===== config.mk =====
export PLATFORM = sky130hd
export DESIGN_NAME = port_a_gpio
export DESIGN_NICKNAME = d
export VERILOG_FILES = /design/src/rtl/port_a_pkg.sv /design/src/rtl/pin_mux_if.sv /design/src/rtl/port_a_gpio.sv /design/src/rtl/upper_pin_mux.sv
export SDC_FILE = /design/constraint.sdc
export NUM_CORES = 1
export LEC_CHECK = 0
export BUFFER_PORTS_ARGS = -buffer_cell sky130_fd_sc_hd__buf_4
export CELL_PAD_IN_SITES_DETAIL_PLACEMENT = 1
export CELL_PAD_IN_SITES_GLOBAL_PLACEMENT = 2
export CORE_UTILIZATION = 27
export DETAILED_ROUTE_END_ITERATION = 7
export PLACE_DENSITY_LB_ADDON = 0.1
export SLEW_MARGIN = 20
export SYNTH_ARGS = -nofsm -noshare
export SYNTH_HDL_FRONTEND = slang
export SYNTH_SLANG_ARGS = --single-unit

===== constraint.sdc =====
create_clock -name clk_i -period 4.1 [get_ports clk_i]
set_clock_uncertainty 0.05 [all_clocks]
set_input_delay 0.82 -clock clk_i [delete_from_list [all_inputs] [get_ports clk_i]]
set_output_delay 0.82 -clock clk_i [all_outputs]
set_load 0.03 [all_outputs]

===== src/rtl/port_a_pkg.sv =====
// constants for the port a register map, fields and pin multiplexing
package port_a_pkg;
  // register indices; the byte address is four times the index
  localparam logic [15:0] DIR_IDX      = 16'hffd1;
  localparam logic [15:0] DATA_IDX     = 16'hffd3;
  localparam logic [15:0] MUX_CTRL_IDX = 16'hffd8;
  localparam logic [15:0] TIO_CTRL_IDX = 16'hffd9;
  localparam int          ADR_W        = 18;

  // reset values and the direction read value
  localparam logic [7:0] DIR_RST      = 8'h00;
  localparam logic [7:0] DATA_RST     = 8'h00;
  localparam logic [7:0] MUX_CTRL_RST = 8'h00;
  localparam logic [7:0] TIO_CTRL_RST = 8'h00;
  localparam logic [7:0] DIR_READ_VAL = 8'hff;

  // pin_mux_control fields
  localparam int TOP_PAT_EN_BIT = 0;
  localparam int SEC_PAT_EN_BIT = 1;
  localparam int ADDR1_EN_BIT   = 2;
  localparam int PWM_MODE_BIT   = 3;
  localparam int MUX_CTRL_W     = 4;

  // timer2_io_control fields: a side low, b side high
  localparam int ASIDE_LSB = 0;
  localparam int BSIDE_LSB = 4;
  localparam int IO_CODE_W = 3;

  // pin positions
  localparam int TOP_PIN = 7;
  localparam int SEC_PIN = 6;
  localparam int GEN_PINS = 6;

  // operating modes on op_mode_i
  localparam logic [1:0] MODE_1 = 2'h0;
  localparam logic [1:0] MODE_2 = 2'h1;
  localparam logic [1:0] MODE_3 = 2'h2;
  localparam logic [1:0] MODE_4 = 2'h3;
endpackage


===== src/rtl/pin_mux_if.sv =====
// signals between the port registers and the upper pin multiplexer
`timescale 1ns/100ps
interface pin_mux_if;
  logic       mode_high;
  logic       addr1_en;
  logic       pat_en_top;
  logic       pat_en_sec;
  logic       pwm_mode;
  logic [2:0] aside_code;
  logic [2:0] bside_code;
  logic [1:0] dir;
  logic [1:0] data;
  logic       tmr_aside;
  logic       tmr_bside;
  logic       pat_top;
  logic       pat_sec;
  logic       addr0;
  logic       addr1;
  logic [1:0] oe;
  logic [1:0] out;
  logic       cap_aside_en;
  logic       cap_bside_en;

  modport ctrl (output mode_high, addr1_en, pat_en_top, pat_en_sec,
                output pwm_mode, aside_code, bside_code, dir, data,
                output tmr_aside, tmr_bside, pat_top, pat_sec, addr0,
                output addr1,
                input  oe, out, cap_aside_en, cap_bside_en);
  modport mux  (input  mode_high, addr1_en, pat_en_top, pat_en_sec,
                input  pwm_mode, aside_code, bside_code, dir, data,
                input  tmr_aside, tmr_bside, pat_top, pat_sec, addr0,
                input  addr1,
                output oe, out, cap_aside_en, cap_bside_en);
endinterface


===== src/rtl/port_a_gpio.sv =====
// eight-bit general purpose port with wishbone registers and pin mux
//
// Notes on behaviour
// - a direction bit of 1 makes its pin an output, 0 an input.
// - in modes 3 and 4 the top pin is always an address output.
// - the direction register cannot be read back and reads all ones.
// - direction clears on reset and hardware standby, holds otherwise.
// - in software standby output pins keep driving their last state.
// - a port read gives the stored data bit where direction is 1.
// - a port read gives the live pin level where direction is 0.
// - the data register is read/write and drives general outputs.
// - data clears on reset and hardware standby, holds otherwise.
// - in modes 1 and 2 a b-side compare setting drives the top pin.
// - without b-side compare the top pin is input, port or pattern.
// - the top pin feeds b-side capture on code top bit 1 with pwm off.
// - the second pin picks a-side compare (forced by pwm mode), port or pattern the same way.
// - in modes 3 and 4 the second pin is an address unless enabled.
// - the second pin feeds a-side capture when its code top bit is 1.
//
// The Wishbone register port is this design's own decision.
`timescale 1ns/100ps
module port_a_gpio (
  input  wire logic        clk_i,
  input  wire logic        rst_i,
  // classic wishbone slave
  input  wire logic        cyc_i,
  input  wire logic        stb_i,
  input  wire logic        we_i,
  input  wire logic [17:0] adr_i,
  input  wire logic [3:0]  sel_i,
  input  wire logic [31:0] dat_i,
  output logic      [31:0] dat_o,
  output logic             ack_o,
  // device state
  input  wire logic [1:0]  op_mode_i,
  input  wire logic        hw_standby_i,
  input  wire logic        sw_standby_i,
  // on-chip units sharing the upper pins
  input  wire logic        timer2_aside_cmp_i,
  input  wire logic        timer2_bside_cmp_i,
  input  wire logic        pattern_out_top_i,
  input  wire logic        pattern_out_second_i,
  input  wire logic        upper_addr_line0_i,
  input  wire logic        upper_addr_line1_i,
  output logic             timer2_aside_capture_o,
  output logic             timer2_bside_capture_o,
  // port pins
  input  wire logic [7:0]  pin_i,
  output logic      [7:0]  pin_o,
  output logic      [7:0]  pin_oe_o
);
  localparam int MUX_BITS = port_a_pkg::MUX_CTRL_W;

  logic [7:0]          port_direction;
  logic [7:0]          port_output_data;
  logic [MUX_BITS-1:0] pin_mux_ctrl;
  logic [7:0]          timer2_io_control;

  wire        req;
  wire [15:0] idx;
  wire        hit_dir;
  wire        hit_data;
  wire        hit_mux;
  wire        hit_tio;
  wire        wr_lane0;
  wire        clear_regs;
  wire [7:0]  port_read;
  wire [31:0] next_dat;
  wire [7:0]  next_oe;
  wire [7:0]  next_out;
  wire        mode_high;

  pin_mux_if mx ();

  // bus decode: a new request is taken while ack is low
  assign req      = cyc_i && stb_i && !ack_o;
  assign idx      = adr_i[17:2];
  assign hit_dir  = idx == port_a_pkg::DIR_IDX;
  assign hit_data = idx == port_a_pkg::DATA_IDX;
  assign hit_mux  = idx == port_a_pkg::MUX_CTRL_IDX;
  assign hit_tio  = idx == port_a_pkg::TIO_CTRL_IDX;
  assign wr_lane0 = req && we_i && sel_i[0];
  assign clear_regs = rst_i || hw_standby_i;
  assign mode_high  = op_mode_i >= port_a_pkg::MODE_3;

  // port read mixes stored data and live pin level per bit
  assign port_read = (port_direction & port_output_data) |
                     (~port_direction & pin_i);

  // read data selection; unmapped addresses read zero
  assign next_dat =
    hit_dir  ? {24'h000000, port_a_pkg::DIR_READ_VAL} :
    hit_data ? {24'h000000, port_read} :
    hit_mux  ? {28'h0000000, pin_mux_ctrl} :
    hit_tio  ? {24'h000000, timer2_io_control} :
               32'h00000000;

  // bus handshake: one wait state, ack for one cycle
  always_ff @(posedge clk_i) begin
    if (rst_i) begin
      ack_o <= 1'b0;
      dat_o <= 32'h00000000;
    end else begin
      ack_o <= req;
      dat_o <= (req && !we_i) ? next_dat : 32'h00000000;
    end
  end

  // direction register, write only
  always_ff @(posedge clk_i) begin
    if (clear_regs) begin
      port_direction <= port_a_pkg::DIR_RST;
    end else if (wr_lane0 && hit_dir) begin
      port_direction <= dat_i[7:0];
    end
  end

  // data register
  always_ff @(posedge clk_i) begin
    if (clear_regs) begin
      port_output_data <= port_a_pkg::DATA_RST;
    end else if (wr_lane0 && hit_data) begin
      port_output_data <= dat_i[7:0];
    end
  end

  // mux and timer io control registers
  always_ff @(posedge clk_i) begin
    if (clear_regs) begin
      pin_mux_ctrl      <= port_a_pkg::MUX_CTRL_RST[MUX_BITS-1:0];
      timer2_io_control <= port_a_pkg::TIO_CTRL_RST;
    end else begin
      if (wr_lane0 && hit_mux) begin
        pin_mux_ctrl <= dat_i[MUX_BITS-1:0];
      end
      if (wr_lane0 && hit_tio) begin
        timer2_io_control <= dat_i[7:0];
      end
    end
  end

  // hand the upper pin controls to the multiplexer
  assign mx.mode_high  = mode_high;
  assign mx.addr1_en   = pin_mux_ctrl[port_a_pkg::ADDR1_EN_BIT];
  assign mx.pat_en_top = pin_mux_ctrl[port_a_pkg::TOP_PAT_EN_BIT];
  assign mx.pat_en_sec = pin_mux_ctrl[port_a_pkg::SEC_PAT_EN_BIT];
  assign mx.pwm_mode   = pin_mux_ctrl[port_a_pkg::PWM_MODE_BIT];
  assign mx.aside_code =
    timer2_io_control[port_a_pkg::ASIDE_LSB +: port_a_pkg::IO_CODE_W];
  assign mx.bside_code =
    timer2_io_control[port_a_pkg::BSIDE_LSB +: port_a_pkg::IO_CODE_W];
  assign mx.dir        = port_direction[7:6];
  assign mx.data       = port_output_data[7:6];
  assign mx.tmr_aside  = timer2_aside_cmp_i;
  assign mx.tmr_bside  = timer2_bside_cmp_i;
  assign mx.pat_top    = pattern_out_top_i;
  assign mx.pat_sec    = pattern_out_second_i;
  assign mx.addr0      = upper_addr_line0_i;
  assign mx.addr1      = upper_addr_line1_i;

  upper_pin_mux u_mux (
    .m (mx.mux)
  );

  // pin drive for all eight pins
  genvar g;
  generate
    for (g = 0; g < 8; g++) begin : g_pin
      if (g < port_a_pkg::GEN_PINS) begin : g_plain
        assign next_oe[g]  = port_direction[g];
        assign next_out[g] = port_output_data[g];
      end else begin : g_upper
        assign next_oe[g]  = mx.oe[g-port_a_pkg::GEN_PINS];
        assign next_out[g] = mx.out[g-port_a_pkg::GEN_PINS];
      end
    end
  endgenerate

  // registered pins: cleared in reset, frozen in software standby
  always_ff @(posedge clk_i) begin
    if (clear_regs) begin
      pin_oe_o <= 8'h00;
      pin_o    <= 8'h00;
    end else if (!sw_standby_i) begin
      pin_oe_o <= next_oe;
      pin_o    <= next_out;
    end
  end

  // capture inputs to timer channel 2, gated by their enables
  always_ff @(posedge clk_i) begin
    if (clear_regs) begin
      timer2_aside_capture_o <= 1'b0;
      timer2_bside_capture_o <= 1'b0;
    end else begin
      timer2_aside_capture_o <= mx.cap_aside_en &&
                                pin_i[port_a_pkg::SEC_PIN];
      timer2_bside_capture_o <= mx.cap_bside_en &&
                                pin_i[port_a_pkg::TOP_PIN];
    end
  end

  wire run = !sw_standby_i && !hw_standby_i;
endmodule


===== src/rtl/upper_pin_mux.sv =====
// pin function selection for the two upper port pins
`timescale 1ns/100ps
module upper_pin_mux (
  pin_mux_if.mux m
);
  wire bside_cmp;
  wire aside_cmp;
  wire top_port_oe;
  wire top_port_out;
  wire sec_port_oe;
  wire sec_port_out;
  wire sec_addr;

  // compare output decode of the timer io codes
  assign bside_cmp = !m.bside_code[2] &&
                     (m.bside_code[1:0] != 2'h0);
  assign aside_cmp = m.pwm_mode ||
                     (!m.aside_code[2] && (m.aside_code[1:0] != 2'h0));

  // port or pattern output when no compare output is selected
  assign top_port_oe  = m.dir[1];
  assign top_port_out = m.pat_en_top ? m.pat_top : m.data[1];
  assign sec_port_oe  = m.dir[0];
  assign sec_port_out = m.pat_en_sec ? m.pat_sec : m.data[0];

  // top pin: address, timer compare, then port or pattern
  assign m.oe[1]  = m.mode_high || bside_cmp || top_port_oe;
  assign m.out[1] = m.mode_high ? m.addr0 :
                    bside_cmp   ? m.tmr_bside : top_port_out;

  // second pin: address line unless enabled as timer/port pin
  assign sec_addr = m.mode_high && !m.addr1_en;
  assign m.oe[0]  = sec_addr || aside_cmp || sec_port_oe;
  assign m.out[0] = sec_addr  ? m.addr1 :
                    aside_cmp ? m.tmr_aside : sec_port_out;

  // capture input enables
  assign m.cap_bside_en = m.bside_code[2] && !m.pwm_mode;
  assign m.cap_aside_en = m.aside_code[2];
endmodule


==> metrics <==
CTS Hold Bufs 0; core area slightly below 0.009 mm^2; Vias/cell 4.54; clock latency on the worst-skew pair approximately 310 ps; Routed Antenna Nets 0; most frequent cell after synthesis dfxtp_1; slowest CP cell nand4b_1; crit path from adr_i[4]; Place WS 1220 ps; Cells after Synth about 250; WP data arrival approximately 2700 ps; maxcap violations 0; initial antenna violation count 0; RSZ-0062 raised after global routing false; H-tree Lvls 2; Fill cells about 1000; worst vdd ir 0.120 mV; Final Cycle Share 0.615; layout net count slightly below 400; WL per Instance 15.3 um; multi-input logic area 0.00126 mm^2; number of warnings issued by yosys 0; Pwr per Cell Area 307 mW/mm^2; Reg clk slew, reported paths 100 ps; worst hold slack 427 ps; Final min period 2520 ps; CTS root buffer clkbuf_8; Async SR Flop Fraction 0; Yosys reg bits 55; Synth area leaders dfxtp_1 (44%), mux2i_1 (21%), buf_4 (7.5%); CTS buffer count 5; Crit Path Max Fanout 8; First-pass DRT Iterations 6; post-synthesis sequential area ratio 0.440; GRT Total Usage 0.139; Hold Fails Final Rpt 0; postcts setup bufs 0; CP top delay family simple AND/OR/NAND/NOR gates; Mean Syn Cell Area a little under 10 um^2; post-route setup TNS 0 ps; Initial Utilization 0.283; post-CTS sizing 0; top cell type's share of synthesized area 0.440; CP peak stage delay 740 ps; DIE HEIGHT 98.3 um; row cnt 34; IO Port Bufs 73; Slew HR 0.469; antenna diode count 0; total wire length around 6600 um; vias in the first global route 1973; Hold Crit Depth 2; layout cells sized above 1 0.286; Most used DFF post-synth dfxtp_1; RD Place Congestion 0.682; LEAKAGE 1.54 nW; Util after Layout 0.355; IO Pins 128; CP cell instances buf_4, nand4b_4, nor4_4, nand4b_1, mux2i_1; reg2reg path depth 4; status finished with violations; CTS tree done; grt ovf 0; largest area contributor in the netlist dfxtp_1; Post-synth EDFFs 0; global-route wire length before repair around 10000 um; library cells used by synthesis 34; FF+latch area between 0.001 and 0.0015 mm^2; Post-DP HPWL 4870 um; via count 1953; Clock Path Buffers 2; CP Launch Type input pin; worst r2r dst port_direction[0]; fin worst setup slack roughly 1600 ps; final slew viol count 0; area delta synth->final 25.6%; f_max 0.396 GHz; largest net degree at the start of global routing 42; critical path depth 5; count of final setup violators 0; Worst Path Required 4280 ps; die width 98.3 um; crit path capture type flip-flop; Clock Sinks 55; CP Class in2reg; Least-Margin Pin Slew 792 ps; synth cell count leaders dfxtp_1 (55), mux2i_1 (53), nand2_1 (46), buf_4 (25), nor2_1 (13); HP Class reg2reg; initial DRC count 40; CP bufs+invs 1; crit path to port_direction[0]; Post-Syn Area around 0.0025 mm^2; DRC 7; R2R setup slack 1880 ps; RR Startpoint ack_o; violated checks DRC; Die ar. 0.00966 mm^2
## tightest hold or removal path, delay by kind of cell (launching register included)
kind	cells	cell delay, ps
flops	1	330
mux	1	60
simple gates	1	50
## logic make-up (layout without fill, tap and decap cells)
logic type	after synthesis	count (layout)	share of synthesized area
compound gates	22	22	0.0695
buf+inv	37	84	0.0940
flops	55	55	0.440
mux	54	54	0.216
other cells	1	24	0.00150
simple gates	83	83	0.179
## routing by layer
layer  global-route usage  part of all wire
met2                0.238              0.48
met3               0.0308             0.061
met4               0.0505             0.018
met5                    0                 0
met1                0.172              0.44
## worst min-delay path by stage
stage                         start                      to  slack (ps)
2_1_floorplan  timer2_io_control[6]  timer2_bside_capture_o         390
3_3_place_gp   timer2_io_control[3]    timer2_io_control[3]         390
3_5_place_dp   timer2_io_control[3]    timer2_io_control[3]         410
5_1_grt        timer2_io_control[3]    timer2_io_control[3]         440
6_report       timer2_io_control[3]    timer2_io_control[3]         430
4_1_cts        timer2_io_control[3]    timer2_io_control[3]         430
## state kept, by name (all words and copies together) (netlist names)
| signal | count |
|---|---|
| timer2_aside_capture_o | 1 |
| pin_mux_ctrl | 4 |
| timer2_io_control | 8 |
| pin_oe_o | 8 |
| ack_o | 1 |
| dat_o | 8 |
| port_output_data | 8 |
| port_direction | 8 |
| pin_o | 8 |
| timer2_bside_capture_o | 1 |
## cell usage in the layout, fill, tap and decap left out, types with 3 or more instances in the layout
master	n
and3_1	3
nor2b_1	4
o2bb2ai_1	4
nor2_1	12
a32o_1	4
buf_4	74
nand2_1	46
clkbuf_8	5
mux2i_1	53
conb_1	24
o21ai_0	3
a21oi_1	4
dfxtp_1	55
## through the flow
stage,total power [W],instance area [um^2],instances
6_report,0.000965,3140,430
5_1_grt,0.00101,3140,430
4_1_cts,0.000983,3140,430
3_5_place_dp,0.000665,3060,422
3_3_place_gp,0.000665,3060,422
2_1_floorplan,0.000632,2590,275
## power by group
| part | internal (W) | total [W] | switching, W |
|---|---|---|---|
| Clock | 0.000123 | 0.000313 | 0.000190 |
| Combinational | 0.0000427 | 0.000115 | 0.0000720 |
| Sequential | 0.000536 | 0.000537 | 0.00000102 |
| Total | 0.000702 | 0.000965 | 0.000263 |
## area by class of cell
type	count	share of cell area
sequential	55	0.350
clock buffer	6	0.0231
multi-input combinational	183	0.400
clock inverter	2	0.00517
inverter	2	0.00239
tap	108	0.0430
timing repair buffer	74	0.177
No activity file was read; power rests on OpenSTA's default activity.
